===== src/rtl/nor_host_pkg.sv =====
// Package: timing constants, widths and states for the NOR flash host
package nor_host_pkg;

    localparam int ADDR_W = 24;
    localparam int DATA_W = 16;
    localparam int CLK_PERIOD_NS = 8;

    // Device timing figures in nanoseconds
    localparam int RANDOM_ACCESS_NS = 110;
    localparam int PAGE_ACCESS_NS   = 30;
    localparam int WE_PULSE_NS      = 35;
    localparam int WE_HIGH_NS       = 20;
    localparam int RESET_PULSE_NS   = 500;
    localparam int RESET_RECOVER_NS = 50;

    // Least times round up to whole cycles
    localparam int RANDOM_ACCESS_CYC =
        (RANDOM_ACCESS_NS + CLK_PERIOD_NS - 1) / CLK_PERIOD_NS;
    localparam int PAGE_ACCESS_CYC =
        (PAGE_ACCESS_NS + CLK_PERIOD_NS - 1) / CLK_PERIOD_NS;
    localparam int WE_PULSE_CYC =
        (WE_PULSE_NS + CLK_PERIOD_NS - 1) / CLK_PERIOD_NS;
    localparam int WE_HIGH_CYC =
        (WE_HIGH_NS + CLK_PERIOD_NS - 1) / CLK_PERIOD_NS;
    localparam int RESET_PULSE_CYC =
        (RESET_PULSE_NS + CLK_PERIOD_NS - 1) / CLK_PERIOD_NS;
    localparam int RESET_RECOVER_CYC =
        (RESET_RECOVER_NS + CLK_PERIOD_NS - 1) / CLK_PERIOD_NS;

    localparam int CNT_W = 7;
    localparam int PAGE_LSB = 3;

    localparam logic [ADDR_W-1:0] ADDR_RST = 24'h000000;
    localparam logic [DATA_W-1:0] DATA_RST = 16'h0000;

    typedef enum logic [2:0] {
        ST_RESET,
        ST_RECOVER,
        ST_IDLE,
        ST_READ,
        ST_WRITE_LOW,
        ST_WRITE_HIGH
    } state_type;

endpackage


===== src/rtl/nor_flash_host.sv =====
// Host controller driving an asynchronous page-mode NOR flash over its pins
// Notes on behaviour
// - Reads drive chip select and output gate low, write strobe and reset high.
// - Writes drive write strobe and chip select low, output gate high.
// - Host raises protect pin voltage only during accelerated programming.
// - Host does not reissue a program or erase that a reset interrupted; the user must.
// - Host does not poll for completion; busy only reports ready_busy_n after synchronising.
module nor_flash_host (
    // Clock and reset
    input  wire logic                              mclk,
    input  wire logic                              sys_rst,
    // User request port
    input  wire logic                              req_valid,
    input  wire logic                              req_write,
    input  wire logic [nor_host_pkg::ADDR_W-1:0]   req_addr,
    input  wire logic [nor_host_pkg::DATA_W-1:0]   req_wdata,
    input  wire logic                              req_flash_reset,
    input  wire logic                              req_accel,
    input  wire logic                              req_protect_n,
    output logic                                   req_ready,
    output logic                                   rsp_valid,
    output logic [nor_host_pkg::DATA_W-1:0]        rsp_rdata,
    output logic                                   busy,
    // Flash pins
    output logic [nor_host_pkg::ADDR_W-1:0]        flash_addr,
    output logic                                   chip_sel_n,
    output logic                                   out_gate_n,
    output logic                                   write_n,
    output logic                                   flash_reset_n,
    output logic                                   protect_accel_pin,
    output logic                                   accel_high_voltage,
    input  wire logic [nor_host_pkg::DATA_W-1:0]   data_lines_in,
    output logic [nor_host_pkg::DATA_W-1:0]        data_lines_out,
    output logic                                   data_lines_oe,
    input  wire logic                              ready_busy_n
);

    // ************************************************************
    // State
    // ************************************************************
    typedef struct packed {
        nor_host_pkg::state_type                 state;
        logic [nor_host_pkg::CNT_W-1:0]          cnt;
        logic [nor_host_pkg::ADDR_W-1:0]         addr;
        logic [nor_host_pkg::DATA_W-1:0]         wdata;
        logic [nor_host_pkg::DATA_W-1:0]         rdata;
        logic                                    page_ok;
        logic                                    cs_n;
        logic                                    oe_n;
        logic                                    we_n;
        logic                                    rst_n;
        logic                                    dq_oe;
        logic                                    rsp;
        logic                                    rdy;
        logic                                    wp;
        logic                                    acc;
        logic [nor_host_pkg::DATA_W-1:0]         dq_s1;
        logic [nor_host_pkg::DATA_W-1:0]         dq_s2;
        logic                                    rb_s1;
        logic                                    rb_s2;
        logic                                    busy;
    } regs_type;

    regs_type cur_ff;
    regs_type nxt_ff;

    function automatic logic [nor_host_pkg::CNT_W-1:0] cyc(input int n);
        cyc = nor_host_pkg::CNT_W'(n - 1);
    endfunction

    function automatic logic same_page(
        input logic [nor_host_pkg::ADDR_W-1:0] a,
        input logic [nor_host_pkg::ADDR_W-1:0] b);
        same_page = a[nor_host_pkg::ADDR_W-1:nor_host_pkg::PAGE_LSB] ==
                    b[nor_host_pkg::ADDR_W-1:nor_host_pkg::PAGE_LSB];
    endfunction

    // ************************************************************
    // Next state
    // ************************************************************
    always_comb begin
        nxt_ff = cur_ff;
        nxt_ff.rsp = 1'b0;
        // Pins from the device pass two flops before use
        nxt_ff.dq_s1 = data_lines_in;
        nxt_ff.dq_s2 = cur_ff.dq_s1;
        nxt_ff.rb_s1 = ready_busy_n;
        nxt_ff.rb_s2 = cur_ff.rb_s1;
        nxt_ff.busy = ~cur_ff.rb_s2;
        case (cur_ff.state)
            nor_host_pkg::ST_RESET: begin
                // Whole pulse width held before release
                if (cur_ff.cnt == '0) begin
                    nxt_ff.rst_n = 1'b1;
                    nxt_ff.cnt = cyc(nor_host_pkg::RESET_RECOVER_CYC);
                    nxt_ff.state = nor_host_pkg::ST_RECOVER;
                end else begin
                    nxt_ff.cnt = cur_ff.cnt - 1'b1;
                end
            end
            nor_host_pkg::ST_RECOVER: begin
                // Requests are held off here until the device recovers from reset
                if (cur_ff.cnt == '0) begin
                    nxt_ff.rdy = 1'b1;
                    nxt_ff.state = nor_host_pkg::ST_IDLE;
                end else begin
                    nxt_ff.cnt = cur_ff.cnt - 1'b1;
                end
            end
            nor_host_pkg::ST_IDLE: begin
                // Accel voltage only while writing is requested
                nxt_ff.acc = 1'b0;
                nxt_ff.wp = req_protect_n;
                if (req_flash_reset) begin
                    nxt_ff.rdy = 1'b0;
                    nxt_ff.rst_n = 1'b0;
                    nxt_ff.cs_n = 1'b1;
                    nxt_ff.oe_n = 1'b1;
                    nxt_ff.page_ok = 1'b0;
                    nxt_ff.cnt = cyc(nor_host_pkg::RESET_PULSE_CYC);
                    nxt_ff.state = nor_host_pkg::ST_RESET;
                end else if (req_valid && req_write) begin
                    nxt_ff.rdy = 1'b0;
                    nxt_ff.addr = req_addr;
                    nxt_ff.wdata = req_wdata;
                    nxt_ff.acc = req_accel;
                    nxt_ff.cs_n = 1'b0;
                    nxt_ff.oe_n = 1'b1;
                    nxt_ff.we_n = 1'b0;
                    nxt_ff.dq_oe = 1'b1;
                    nxt_ff.page_ok = 1'b0;
                    nxt_ff.cnt = cyc(nor_host_pkg::WE_PULSE_CYC);
                    nxt_ff.state = nor_host_pkg::ST_WRITE_LOW;
                end else if (req_valid) begin
                    nxt_ff.rdy = 1'b0;
                    nxt_ff.addr = req_addr;
                    nxt_ff.cs_n = 1'b0;
                    nxt_ff.oe_n = 1'b0;
                    nxt_ff.we_n = 1'b1;
                    // Short wait only when still selected in same page
                    if (cur_ff.page_ok && !cur_ff.cs_n &&
                        same_page(req_addr, cur_ff.addr)) begin
                        nxt_ff.cnt = cyc(nor_host_pkg::PAGE_ACCESS_CYC
                                         + 2);
                    end else begin
                        nxt_ff.cnt = cyc(nor_host_pkg::RANDOM_ACCESS_CYC
                                         + 2);
                    end
                    nxt_ff.state = nor_host_pkg::ST_READ;
                end else begin
                    // Deselect to standby; page must be reopened later
                    nxt_ff.cs_n = 1'b1;
                    nxt_ff.oe_n = 1'b1;
                    nxt_ff.page_ok = 1'b0;
                end
            end
            nor_host_pkg::ST_READ: begin
                // Extra two cycles cover the input synchroniser
                if (cur_ff.cnt == '0) begin
                    nxt_ff.rdata = cur_ff.dq_s2;
                    nxt_ff.rsp = 1'b1;
                    nxt_ff.rdy = 1'b1;
                    nxt_ff.page_ok = 1'b1;
                    nxt_ff.state = nor_host_pkg::ST_IDLE;
                end else begin
                    nxt_ff.cnt = cur_ff.cnt - 1'b1;
                end
            end
            nor_host_pkg::ST_WRITE_LOW: begin
                if (cur_ff.cnt == '0) begin
                    nxt_ff.we_n = 1'b1;
                    nxt_ff.cnt = cyc(nor_host_pkg::WE_HIGH_CYC);
                    nxt_ff.state = nor_host_pkg::ST_WRITE_HIGH;
                end else begin
                    nxt_ff.cnt = cur_ff.cnt - 1'b1;
                end
            end
            nor_host_pkg::ST_WRITE_HIGH: begin
                if (cur_ff.cnt == '0) begin
                    // Voltage drops with the strobes, never lingers idle
                    nxt_ff.acc = 1'b0;
                    nxt_ff.dq_oe = 1'b0;
                    nxt_ff.cs_n = 1'b1;
                    nxt_ff.rdy = 1'b1;
                    nxt_ff.rsp = 1'b1;
                    nxt_ff.state = nor_host_pkg::ST_IDLE;
                end else begin
                    nxt_ff.cnt = cur_ff.cnt - 1'b1;
                end
            end
            default: begin
                nxt_ff.state = nor_host_pkg::ST_IDLE;
            end
        endcase
    end

    always_ff @(posedge mclk or posedge sys_rst) begin
        if (sys_rst) begin
            cur_ff <= '{state: nor_host_pkg::ST_RESET,
                        cnt: cyc(nor_host_pkg::RESET_PULSE_CYC),
                        addr: nor_host_pkg::ADDR_RST,
                        wdata: nor_host_pkg::DATA_RST,
                        rdata: nor_host_pkg::DATA_RST,
                        dq_s1: nor_host_pkg::DATA_RST,
                        dq_s2: nor_host_pkg::DATA_RST,
                        cs_n: 1'b1, oe_n: 1'b1, we_n: 1'b1,
                        rb_s1: 1'b1, rb_s2: 1'b1, wp: 1'b1,
                        default: 1'b0};
        end else begin
            cur_ff <= nxt_ff;
        end
    end

    assign req_ready          = cur_ff.rdy;
    assign rsp_valid          = cur_ff.rsp;
    assign rsp_rdata          = cur_ff.rdata;
    assign busy               = cur_ff.busy;
    assign flash_addr         = cur_ff.addr;
    assign chip_sel_n         = cur_ff.cs_n;
    assign out_gate_n         = cur_ff.oe_n;
    assign write_n            = cur_ff.we_n;
    assign flash_reset_n      = cur_ff.rst_n;
    assign protect_accel_pin  = cur_ff.wp;
    assign accel_high_voltage = cur_ff.acc;
    assign data_lines_out     = cur_ff.wdata;
    assign data_lines_oe      = cur_ff.dq_oe;
endmodule


===== config.mk =====
export PLATFORM = sky130hd
export DESIGN_NAME = nor_flash_host
export DESIGN_NICKNAME = d
export VERILOG_FILES = /design/src/rtl/nor_host_pkg.sv /design/src/rtl/nor_flash_host.sv
export SDC_FILE = /design/constraint.sdc
export NUM_CORES = 1
export LEC_CHECK = 0
export BUFFER_PORTS_ARGS = -buffer_cell sky130_fd_sc_hd__buf_4
export CAP_MARGIN = 15
export CELL_PAD_IN_SITES_DETAIL_PLACEMENT = 1
export CELL_PAD_IN_SITES_GLOBAL_PLACEMENT = 2
export CORE_ASPECT_RATIO = 1.25
export CORE_MARGIN = 4
export CORE_UTILIZATION = 31
export CTS_CLUSTER_DIAMETER = 40
export DETAILED_ROUTE_END_ITERATION = 8
export PLACE_DENSITY_LB_ADDON = 0.25
export SETUP_SLACK_MARGIN = 0.5
export SYNTH_ARGS = -nofsm -noshare
export SYNTH_HDL_FRONTEND = slang
export SYNTH_SLANG_ARGS = --single-unit

===== constraint.sdc =====
create_clock -name mclk -period 3.6 [get_ports mclk]
set_input_delay 0.72 -clock mclk [delete_from_list [all_inputs] [get_ports mclk]]
set_output_delay 0.72 -clock mclk [all_outputs]
set_load 0.05 [all_outputs]

==> metrics.txt <==
status=completed; postcts setup bufs=0; CTS Hold Bufs=0; die area=17700 um2; first-pass GRT wire length=17800 um; CP Class=reg2reg; FMAX=0.427 GHz; H-tree depth=3; DRC Markers=0; total grt overflow=0; CP max stage delay=0.64 ns; CTS Buffer Depth=2; Initial Util=0.319; Post-synth EDFFs=0; Core Box Area=15100 um2; die width=120 um; Top FF cell, synth=dfrtp_1; Mapped Avg Cell Area=12.9 um2; crit-path leading delay family=simple AND/OR/NAND/NOR gates; Final Hold Vio Count=0; Post-Syn Nets=441; CTS tree=yes; crit path time final=2.34 ns; Cell Area, Synth=4840 um2; power per cell area=917 nW/um2; worst vdd ir=0.000391 V; synth warn=0; multi-input logic area=1500 um2; Resize count post-CTS=0; vias post-DR=2965; layout cells sized above 1=0.505; Most common cell on crit path=buf_4; Slew headroom=0.450; FF+latch count, synth=111; Inserted Clock Buffers=9; total negative setup slack=0 ns; Synth Instances=376; final setup violation count=0; Max Cap Viol=0; Tightest Pin Transition=0.823 ns; max-slew violation count=0; worst min path class=reg2reg; routability congestion estimate=0.791; Req. time, crit path=3.84 ns; critical path cell sequence=nand2b_1 > nor2_1 > buf_4 > and2_1 > buf_4 > mux2_2; CTS sink count=111; antenna-violating nets left=0; routed wire length=10900 um; worst path buffer plus inverter count=2; Seq/Total Area, Yosys=0.577; drt via density=4.44; fin crit share=0.650; crit path max fanout=13; Top-Level Pins=130; hpwl dp=8090 um; pin count of the biggest net entering global routing=44; register area=2790 um2; Post-synth ARST share=1.00; Worst Setup End Kind=register; Layout fillers=1655; Final Util=0.393; die span in y=148 um; most frequent cells in the layout=buf_4, dfrtp_1, mux2_2; LEAKAGE=2.87 nW; Total Routing Usage GR=0.129; CTS clock-pin slew for the worst setup and hold paths=0.08 ns; Yosys cell types=51; CP max-delay cell=dfrtp_1; initial antenna violation count=0; root buf cell=clkbuf_16; row count=50; 1st-pass router iterations=4; Final Skew=0.0128 ns; RSZ-0062 raised after global routing=false; P&R area growth vs syn=23.1%; vias in the first global route=3352; arrival time at the worst endpoint=2.58 ns; commonest non-fill, non-tap cell in the layout=buf_4; CP Launch Type=register; WL/cell=16.3 um; PortBufs=129; Clock Latency Late Sink=0.36 ns; DR iter-0 viols=121; nets=519
final timing paths:
kind / start / to / slack (ns) / depth (start not counted)
setup / recovery: cur_ff[109] / data_lines_out[12] / 1.26 / 6
hold / removal: cur_ff[22] / cur_ff[6] / 0.35 / 0
setup reg to reg: cur_ff[109] / data_lines_out[12] / 1.26 / 6
hold reg to reg: cur_ff[22] / cur_ff[6] / 0.35 / 0
max in group asynchronous: sys_rst / write_n / 2.31 / 3
min in group asynchronous: sys_rst / cur_ff[33] / 0.51 / 2
stage by stage:
step	setup WS (ns)	instance area [um2]	power (mW)	cells	hold slack, ns
after detailed placement	1.06	5620	4.43	651	0.336
final	1.26	5950	5.46	668	0.348
after global routing	1.05	5950	5.77	667	0.360
after CTS	1.21	5950	5.55	667	0.355
after global placement	1.14	5620	4.38	651	0.333
after floorplan	1.52	4840	4.05	376	0.331
routing by layer:
layer  track usage  wire length [um]
met1         0.157              4630
met2         0.211              5270
met3        0.0429               767
met4        0.0516               187
met5             0                 0
flip-flops by register name, summed over array words and instances (netlist names):
signal              flops
req_ready               1
out_gate_n              1
protect_accel_pin       1
busy                    1
flash_addr             24
write_n                 1
data_lines_oe           1
flash_reset_n           1
chip_sel_n              1
data_lines_out         16
cur_ff                 45
accel_high_voltage      1
rsp_rdata              16
rsp_valid               1
power by group:
part	internal, mW	total (mW)	switching, mW
Combinational	0.838	2.42	1.58
Clock	0.584	1.09	0.502
Sequential	1.65	1.95	0.305
Total	3.07	5.46	2.39
area by class of cell:
| type | instances | share of cell area |
|---|---|---|
| Antenna cell | 1 | 0.000420 |
| Clock buffer | 10 | 0.0401 |
| Clock inverter | 6 | 0.0158 |
| Inverter | 11 | 0.00757 |
| Multi-Input combinational cell | 187 | 0.252 |
| Sequential cell | 111 | 0.469 |
| Tap cell | 208 | 0.0437 |
| Timing Repair Buffer | 134 | 0.171 |
cells by family (layout without fill, tap and decap cells):
| group | Yosys count | count (layout) | share of synthesized area |
|---|---|---|---|
| and+or+nand+nor | 64 | 64 | 0.0748 |
| buffers and inverters | 78 | 161 | 0.112 |
| AOI/OAI and AO/OA | 44 | 44 | 0.0631 |
| xor gates and xnor gates | 22 | 22 | 0.0398 |
| DFF | 111 | 111 | 0.577 |
| adders and majority gates | 1 | 1 | 0.00259 |
| muxes | 56 | 56 | 0.130 |
| other | 0 | 1 | 0 |
synth_stat cells, types with 2 or more instances:
library cell,count,share of area
nand2b_1,2,0.0026
nand4_1,2,0.0026
clkbuf_8,2,0.0057
dfrtp_1,100,0.52
nand2_1,12,0.0093
a21boi_0,3,0.0047
xnor2_1,2,0.0036
o21ai_0,13,0.013
a22oi_1,2,0.0031
or2_2,2,0.0026
nor4_1,5,0.0065
inv_1,11,0.0085
nor2b_1,4,0.0052
a21oi_1,10,0.010
mux2_2,55,0.13
nand2_2,2,0.0026
dfstp_2,11,0.060
nor2_1,19,0.015
buf_2,6,0.0062
xor2_1,20,0.036
o211ai_1,3,0.0047
buf_4,57,0.088
and2_1,3,0.0039
nor3_1,3,0.0031
No activity file was read; power rests on OpenSTA's default activity.
